[src/logic/eph_pkg.sv]
// Purpose: shared constants for the parallel port handshake block
// Assumes: clk_sys at 50 MHz
// Notes:   times in ns as printed, cycle counts derived from them
package eph_pkg;
    localparam int CLK_NS        = 20;
    // compatibility fifo strobe timing
    localparam int T_SETUP_NS    = 600;
    localparam int T_STROBE_NS   = 600;
    localparam int T_HOLD_NS     = 450;
    // minimum stable time before a peripheral input counts as changed
    localparam int FILT_NS       = 75;
    // ecp forward setup is three cable round trips
    localparam int ROUNDTRIPS    = 3;
    localparam int ROUNDTRIP_NS  = 50;
    localparam int ECP_SETUP_NS  = ROUNDTRIPS * ROUNDTRIP_NS;

    // least times round up
    localparam int T_SETUP_CYC   = (T_SETUP_NS + CLK_NS - 1) / CLK_NS;
    localparam int T_STROBE_CYC  = (T_STROBE_NS + CLK_NS - 1) / CLK_NS;
    localparam int T_HOLD_CYC    = (T_HOLD_NS + CLK_NS - 1) / CLK_NS;
    localparam int FILT_CYC      = (FILT_NS + CLK_NS - 1) / CLK_NS;
    localparam int ECP_SETUP_CYC = (ECP_SETUP_NS + CLK_NS - 1) / CLK_NS;

    localparam int TMR_W         = 5;
    localparam int FILT_W        = 3;

    // mode select codes
    localparam logic [2:0] MODE_FIFO = 3'h5;
    localparam logic [2:0] MODE_ECP  = 3'h3;

    // filtered input indices and their levels at rest
    localparam int IN_BUSY   = 0;
    localparam int IN_NACK   = 1;
    localparam int IN_NFAULT = 2;
    localparam logic [2:0] IN_RST_VAL = 3'h6;

    typedef enum logic [3:0] {
        ST_IDLE   = 4'b0000,
        ST_C_SET  = 4'b0001,
        ST_C_STB  = 4'b0010,
        ST_C_HOLD = 4'b0011,
        ST_F_IDLE = 4'b0100,
        ST_F_SET  = 4'b0101,
        ST_F_HI   = 4'b0110,
        ST_F_LO   = 4'b0111,
        ST_R_IDLE = 4'b1000,
        ST_R_HI   = 4'b1001
    } eph_state_t;
endpackage

[src/logic/eph_port_hs.sv]
// Purpose: host side handshake of a parallel port: compatibility fifo mode and ecp forward/reverse
// Assumes: one clock clk_sys at 50 MHz, peripheral inputs asynchronous
// Notes:   mode and driver type change only while the link is idle
`timescale 1ns/10ps
module eph_port_hs (
    input  wire logic       clk_sys,
    input  wire logic       rst_n,
    input  wire logic [2:0] mode_sel,
    input  wire logic       reverse_req,
    input  wire logic       transfer_direction_bit,
    input  wire logic       tx_valid,
    input  wire logic [7:0] tx_data,
    output logic            tx_ack_q,
    input  wire logic       rx_room,
    output logic            rx_valid_q,
    output logic [7:0]      rx_data_q,
    input  wire logic       busy_in,
    input  wire logic       nack_in,
    input  wire logic       nfault_in,
    input  wire logic [7:0] pd_in,
    output logic [7:0]      pd_q,
    output logic            pd_oe_q,
    output logic            nstrobe_q,
    output logic            nstrobe_oe_q,
    output logic            nautofd_q,
    output logic            nautofd_oe_q,
    output logic            nwrite_q,
    output logic            totem_q,
    output logic            reverse_q,
    output logic            periph_req_q
);
    localparam int TW = eph_pkg::TMR_W;

    initial begin
        if (eph_pkg::T_SETUP_CYC > 31 || eph_pkg::T_STROBE_CYC > 31 || eph_pkg::T_HOLD_CYC > 31
            || eph_pkg::ECP_SETUP_CYC > 31) $error("eph_port_hs: timer too narrow");
    end

    logic [2:0] filt_w;
    logic [2:0] raw_w;
    assign raw_w = {nfault_in, nack_in, busy_in};

    genvar gi;
    generate
        for (gi = 0; gi < 3; gi++) begin : g_in
            eph_filt #(
                .FILT    (eph_pkg::FILT_CYC),
                .RST_VAL (eph_pkg::IN_RST_VAL[gi])
            ) u_filt (
                .clk_sys (clk_sys),
                .rst_n   (rst_n),
                .raw     (raw_w[gi]),
                .filt_q  (filt_w[gi])
            );
        end
    endgenerate

    wire busy_f   = filt_w[eph_pkg::IN_BUSY];
    wire nack_f   = filt_w[eph_pkg::IN_NACK];
    wire nfault_f = filt_w[eph_pkg::IN_NFAULT];
    wire is_fifo  = mode_sel == eph_pkg::MODE_FIFO;
    wire is_ecp   = mode_sel == eph_pkg::MODE_ECP;

    eph_pkg::eph_state_t st_q;
    eph_pkg::eph_state_t st_d;
    logic [TW-1:0]       tmr_q;
    logic [TW-1:0]       tmr_d;
    logic                stb_d;
    logic                afd_d;
    logic                drv_d;
    logic [7:0]          pd_d;
    logic                take;
    logic                cap;
    wire                 tmr_done = tmr_q == '0;

    function automatic logic in_rev(input eph_pkg::eph_state_t s);
        return s == eph_pkg::ST_R_IDLE || s == eph_pkg::ST_R_HI;
    endfunction

    always_comb begin
        st_d  = st_q;
        tmr_d = tmr_done ? tmr_q : tmr_q - 1'b1;
        stb_d = nstrobe_q;
        afd_d = nautofd_q;
        drv_d = totem_q;
        pd_d  = pd_q;
        take  = 1'b0;
        cap   = 1'b0;
        case (st_q)
            eph_pkg::ST_IDLE: begin
                drv_d = is_ecp;
                if (is_fifo && tx_valid && !busy_f) begin
                    take  = 1'b1;
                    pd_d  = tx_data;
                    tmr_d = TW'(eph_pkg::T_SETUP_CYC - 1);
                    st_d  = eph_pkg::ST_C_SET;
                end else if (is_ecp && totem_q) begin
                    st_d = eph_pkg::ST_F_IDLE;
                end
            end
            eph_pkg::ST_C_SET: begin
                if (tmr_done) begin
                    stb_d = 1'b0;
                    tmr_d = TW'(eph_pkg::T_STROBE_CYC - 1);
                    st_d  = eph_pkg::ST_C_STB;
                end
            end
            eph_pkg::ST_C_STB: begin
                if (tmr_done) begin
                    stb_d = 1'b1;
                    tmr_d = TW'(eph_pkg::T_HOLD_CYC - 1);
                    st_d  = eph_pkg::ST_C_HOLD;
                end
            end
            eph_pkg::ST_C_HOLD: begin
                // data is only replaced by the next take, so it stays put if nothing is pending
                if (tmr_done) st_d = eph_pkg::ST_IDLE;
            end
            eph_pkg::ST_F_IDLE: begin
                if (!is_ecp) begin
                    st_d = eph_pkg::ST_IDLE;
                end else if (reverse_req && !busy_f) begin
                    afd_d = 1'b0;
                    st_d  = eph_pkg::ST_R_IDLE;
                end else if (tx_valid && !busy_f) begin
                    take  = 1'b1;
                    pd_d  = tx_data;
                    tmr_d = TW'(eph_pkg::ECP_SETUP_CYC - 1);
                    st_d  = eph_pkg::ST_F_SET;
                end
            end
            eph_pkg::ST_F_SET: begin
                if (tmr_done) begin
                    stb_d = 1'b0;
                    st_d  = eph_pkg::ST_F_HI;
                end
            end
            eph_pkg::ST_F_HI: begin
                if (busy_f) begin
                    stb_d = 1'b1;
                    st_d  = eph_pkg::ST_F_LO;
                end
            end
            eph_pkg::ST_F_LO: begin
                if (!busy_f) st_d = eph_pkg::ST_F_IDLE;
            end
            eph_pkg::ST_R_IDLE: begin
                if (!reverse_req && nack_f) begin
                    afd_d = 1'b1;
                    st_d  = eph_pkg::ST_F_IDLE;
                end else if (!nack_f && rx_room) begin
                    cap   = 1'b1;
                    afd_d = 1'b1;
                    st_d  = eph_pkg::ST_R_HI;
                end
            end
            eph_pkg::ST_R_HI: begin
                if (nack_f) begin
                    afd_d = 1'b0;
                    st_d  = eph_pkg::ST_R_IDLE;
                end
            end
            default: begin
                st_d  = eph_pkg::ST_IDLE;
                stb_d = 1'b1;
                afd_d = 1'b1;
            end
        endcase
    end

    // open-collector only pulls low; the level never changes with the driver type
    wire stb_oe_d = drv_d | ~stb_d;
    wire afd_oe_d = drv_d | ~afd_d;

    always_ff @(posedge clk_sys or negedge rst_n) begin
        if (!rst_n) begin
            st_q         <= eph_pkg::ST_IDLE;
            tmr_q        <= '0;
            nstrobe_q    <= 1'b1;
            nstrobe_oe_q <= 1'b0;
            nautofd_q    <= 1'b1;
            nautofd_oe_q <= 1'b0;
            totem_q      <= 1'b0;
            pd_q         <= 8'h00;
            pd_oe_q      <= 1'b0;
        end else begin
            st_q         <= st_d;
            tmr_q        <= tmr_d;
            nstrobe_q    <= stb_d;
            nstrobe_oe_q <= stb_oe_d;
            nautofd_q    <= afd_d;
            nautofd_oe_q <= afd_oe_d;
            totem_q      <= drv_d;
            pd_q         <= pd_d;
            pd_oe_q      <= !in_rev(st_d);
        end
    end

    always_ff @(posedge clk_sys or negedge rst_n) begin
        if (!rst_n) begin
            tx_ack_q     <= 1'b0;
            rx_valid_q   <= 1'b0;
            rx_data_q    <= 8'h00;
            nwrite_q     <= 1'b1;
            reverse_q    <= 1'b0;
            periph_req_q <= 1'b0;
        end else begin
            tx_ack_q     <= take;
            rx_valid_q   <= cap;
            rx_data_q    <= cap ? pd_in : rx_data_q;
            nwrite_q     <= transfer_direction_bit;
            reverse_q    <= in_rev(st_d);
            periph_req_q <= !nfault_f;
        end
    end

    // helper ages for the timing checks, saturating
    logic [5:0] pd_age_q;
    logic [5:0] hi_age_q;
    logic [5:0] lo_age_q;
    always_ff @(posedge clk_sys or negedge rst_n) begin
        if (!rst_n) begin
            pd_age_q <= '0;
            hi_age_q <= '0;
            lo_age_q <= '0;
        end else begin
            pd_age_q <= (pd_d != pd_q) ? '0 : (&pd_age_q ? pd_age_q : pd_age_q + 1'b1);
            hi_age_q <= !stb_d ? '0 : (&hi_age_q ? hi_age_q : hi_age_q + 1'b1);
            lo_age_q <= stb_d ? '0 : (&lo_age_q ? lo_age_q : lo_age_q + 1'b1);
        end
    end
endmodule // eph_port_hs

[src/logic/eph_filt.sv]
// Purpose: two-flop synchroniser and stability filter for one cable input
// Assumes: raw input is asynchronous to clk_sys
// Notes:   output moves only after the synchronised level differs for FILT cycles
`timescale 1ns/10ps
module eph_filt #(
    parameter int   FILT    = eph_pkg::FILT_CYC,
    parameter logic RST_VAL = 1'b0
) (
    input  wire logic clk_sys,
    input  wire logic rst_n,
    input  wire logic raw,
    output logic      filt_q
);
    logic                       sync1_q;
    logic                       sync2_q;
    logic [eph_pkg::FILT_W-1:0] cnt_q;
    wire                        differs  = sync2_q != filt_q;
    wire                        settled  = cnt_q == eph_pkg::FILT_W'(FILT - 1);

    initial begin
        if (FILT < 1 || FILT > 7) $error("eph_filt: FILT out of range");
    end

    // first flop feeds only the second flop
    always_ff @(posedge clk_sys or negedge rst_n) begin
        if (!rst_n) begin
            sync1_q <= RST_VAL;
            sync2_q <= RST_VAL;
        end else begin
            sync1_q <= raw;
            sync2_q <= sync1_q;
        end
    end

    // ringing restarts the count, so a glitch never reaches the handshake
    always_ff @(posedge clk_sys or negedge rst_n) begin
        if (!rst_n) begin
            cnt_q  <= '0;
            filt_q <= RST_VAL;
        end else if (!differs) begin
            cnt_q <= '0;
        end else if (settled) begin
            cnt_q  <= '0;
            filt_q <= sync2_q;
        end else begin
            cnt_q <= cnt_q + 1'b1;
        end
    end
endmodule // eph_filt

[config.mk]
export PLATFORM = sky130hd
export DESIGN_NAME = eph_port_hs
export DESIGN_NICKNAME = d
export VERILOG_FILES = /design/src/logic/eph_pkg.sv /design/src/logic/eph_port_hs.sv /design/src/logic/eph_filt.sv
export SDC_FILE = /design/constraint.sdc
export NUM_CORES = 1
export LEC_CHECK = 0
export BUFFER_PORTS_ARGS = -buffer_cell sky130_fd_sc_hd__buf_4
export CORE_ASPECT_RATIO = 1.2
export CORE_MARGIN = 1
export CORE_UTILIZATION = 54
export CTS_CLUSTER_DIAMETER = 200
export CTS_CLUSTER_SIZE = 12
export DETAILED_ROUTE_END_ITERATION = 10
export PLACE_DENSITY = 0.8
export SETUP_SLACK_MARGIN = 0.1
export SLEW_MARGIN = 25
export SYNTH_ARGS = -nofsm -noshare
export SYNTH_HDL_FRONTEND = slang
export SYNTH_SLANG_ARGS = --single-unit
[constraint.sdc]
create_clock -name clk_sys -period 5.9 [get_ports clk_sys]
set_clock_uncertainty 0.05 [all_clocks]
set_input_delay 0.59 -clock clk_sys [delete_from_list [all_inputs] [get_ports clk_sys]]
set_output_delay 0.59 -clock clk_sys [all_outputs]
set_load 0.02 [all_outputs]
==> results.json <==
{
  "hp-class": "in -> async",
  "yosysSeqAreaShare_pct": 55.3,
  "htree_levels": 2,
  "arrival_ns": 2.33,
  "synth_edf_count": 0,
  "worst_pin_slew_ns": 0.660,
  "grt_first_pass_wirelength_um": 7710,
  "n_antenna_cell": 0,
  "ys_ff_latch": 54,
  "cts_made_buffers": 5,
  "p_total_mw": 1.44,
  "antenna_found_initial": 0,
  "fmax_mhz": 457,
  "reg2reg_depth": 4,
  "status": "completed",
  "drtIter0Drc": 84,
  "layout.nets": 289,
  "power_leakage_nw": 1.39,
  "yosysTopAreaCell": "dfrtp_1",
  "relSlewSlack_pct": 56.0,
  "rows": 26,
  "critPathMaxStageDelay_ns": 0.73,
  "cts_root_buf": "clkbuf_8",
  "synth_area_mm2": 0.00247,
  "yosys_warnings": 0,
  "min_period_ns": 2.19,
  "dieArea_mm2": 0.00484,
  "drc": 0,
  "grt_max_degree": 55,
  "final_cell_area_mm2": 0.00298,
  "synth.avg_cell_area_um2": 12.1,
  "ant_nets": 0,
  "critPathMaxFanout": 20,
  "worstSetupStartpoint": "st_q[2]",
  "rr_startpoint": "st_q[2]",
  "post-cts-setup-buffer-count": 0,
  "dieHeight_um": 76.0,
  "cts_tree": "yes",
  "cpMaxStageDelayCell": "dfrtp_1",
  "grt_use_total_pct": 20.5,
  "dpl_cell_area_mm2": 0.00289,
  "clk_path_buf_depth": 2,
  "clk_pin_slew_ns": 0.10,
  "io-pin-count": 55,
  "final_common_cell": "buf_4",
  "r2r_end": "pd_q[6]",
  "area_growth_pct": 20.9,
  "first_global_vias": 1682,
  "worstSetupPathType": "reg -> reg",
  "cts_hold_buf": 0,
  "setup-violations-final": 0,
  "synth_nets": 237,
  "crit_required_ns": 6.04,
  "ys.flop_type": "dfrtp_1",
  "die_w_um": 63.7,
  "synthTopCellsByArea": "dfrtp_1 (46%), dfstp_2 (9.6%), mux2_2 (8.7%)",
  "cp-end-kind": "flop",
  "regToRegSetupSlack_ns": 3.71,
  "gp_congestion": 0.868,
  "dp_hpwl_um": 3350,
  "overflow": 0,
  "layout_common_cells": "buf_4 (54), dfrtp_1 (45), mux2_2 (19)",
  "wl_per_cell_um": 14.7,
  "vias_per_cell": 5.46,
  "slew_viol_final": 0,
  "finalHoldViolations": 0,
  "start_util_pct": 57.0,
  "clk_latency_ns": 0.31,
  "synth_top_area_share_pct": 45.7,
  "tns_ns": 0,
  "core-area_mm2": 0.00433,
  "syn_inst": 203,
  "place_inst": 304,
  "drt_wl_total_um": 4600,
  "vias": 1705,
  "crit_buf_inv": 0,
  "nFillCells": 323,
  "fin_crit_sh_pct": 37.1,
  "final_cells": 312,
  "port_buffers": 54,
  "worstPathCellList": "nor2b_1 > nand4_4 > o21ai_4 > mux2_2",
  "start_kind": "flop",
  "rsz0062_at_grt": "false",
  "peakVddDrop_v": 0.000307,
  "post_cts_resized": 0,
  "crit_family": "flip-flops",
  "max-cap-violations": 0,
  "synth_cell_types": 49,
  "p_per_area_mw_per_mm2": 484,
  "cts_sinks": 54,
  "first_pass_iters": 4,
  "whs_ns": 0.251,
  "drive_gt1_share_pct": 38.3,
  "async_reset_ff_share_pct": 100
}
## worst reg2reg max path: cells and delay by family (launching register included)
kind	cells	cell delay (ns)
muxes	1	0.37
AOI/OAI and AO/OA	1	0.31
DFF	1	0.73
and+or+nand+nor	2	0.61
## sequential cells by signal (all words and copies together) (netlist names)
register / flops
g_in.u_filt.cnt_q: 9
g_in.u_filt.filt_q: 3
g_in.u_filt.sync1_q: 3
g_in.u_filt.sync2_q: 3
nautofd_oe_q: 1
nautofd_q: 1
nstrobe_oe_q: 1
nstrobe_q: 1
nwrite_q: 1
pd_oe_q: 1
pd_q: 8
periph_req_q: 1
reverse_q: 1
rx_data_q: 8
rx_valid_q: 1
st_q: 4
tmr_q: 5
totem_q: 1
tx_ack_q: 1
## power by group
part	total [mW]	switching [mW]	internal [mW]
Clock	0.203	0.119	0.0840
Sequential	0.642	0.134	0.508
Combinational	0.597	0.303	0.293
## how the worst max path moves through the flow
stage | to | slack (ns) | cells past startpoint
after CTS | tmr_q[0] | 3.71 | 9
final | pd_q[6] | 3.71 | 4
after floorplan | tmr_q[0] | 3.94 | 9
after global placement | pd_q[4] | 3.79 | 4
after global routing | tmr_q[0] | 3.53 | 9
after detailed placement | tmr_q[0] | 3.73 | 9
## stage by stage
stage | utilization (%) | worst slack, ns
2_1_floorplan | - | 3.94
3_5_place_dp | 66.9 | 3.73
3_3_place_gp | 66.9 | 3.79
4_1_cts | 68.9 | 3.71
6_report | 68.9 | 3.71
5_1_grt | 68.9 | 3.53
## synth_stat cells (all sizes together) (2+ instances only)
cell type / n
mux2i: 2
nand2b: 3
nor4b: 3
dfstp: 9
a211oi: 2
and4bb: 2
ha: 6
nand3b: 3
dfrtp: 45
inv: 10
nand3: 3
mux2: 19
or3: 2
a21oi: 8
nor3: 8
nor2: 9
a31oi: 3
buf: 8
nor2b: 8
and3b: 2
nand2: 7
o21ai: 9
nand4b: 2
nand4: 3
xnor2: 4
nor3b: 8
## layout make-up
type / instances / area, um2 / area share, %
multi-input cells: 130 / 1020 / 34.1
well taps: 56 / 70.1 / 2.35
clock buffers: 6 / 72.6 / 2.43
clock inverters: 2 / 13.8 / 0.462
repair buffers: 54 / 405 / 13.6
inverters: 10 / 40.0 / 1.34
flip-flops and latches: 54 / 1360 / 45.7
## layer usage
layer	GRT usage (%)	vias to the layer above	wire, um
met5	0	-	0
li1	-	831	-
met1	26.2	818	1980
met2	32.2	44	2290
met4	10.5	0	126
met3	5.09	12	205
## cells by family (layout without fill, tap and decap cells)
kind of cell / after synthesis / count (layout) / share of synthesized area (%)
muxes: 21 / 21 / 9.49
DFF: 54 / 54 / 55.3
AOI/OAI and AO/OA: 31 / 31 / 8.73
and+or+nand+nor: 67 / 67 / 18.2
xor gates and xnor gates: 5 / 5 / 1.78
buffers and inverters: 19 / 72 / 3.55
adders and majority gates: 6 / 6 / 3.04
No activity file was read; power rests on OpenSTA's default activity.
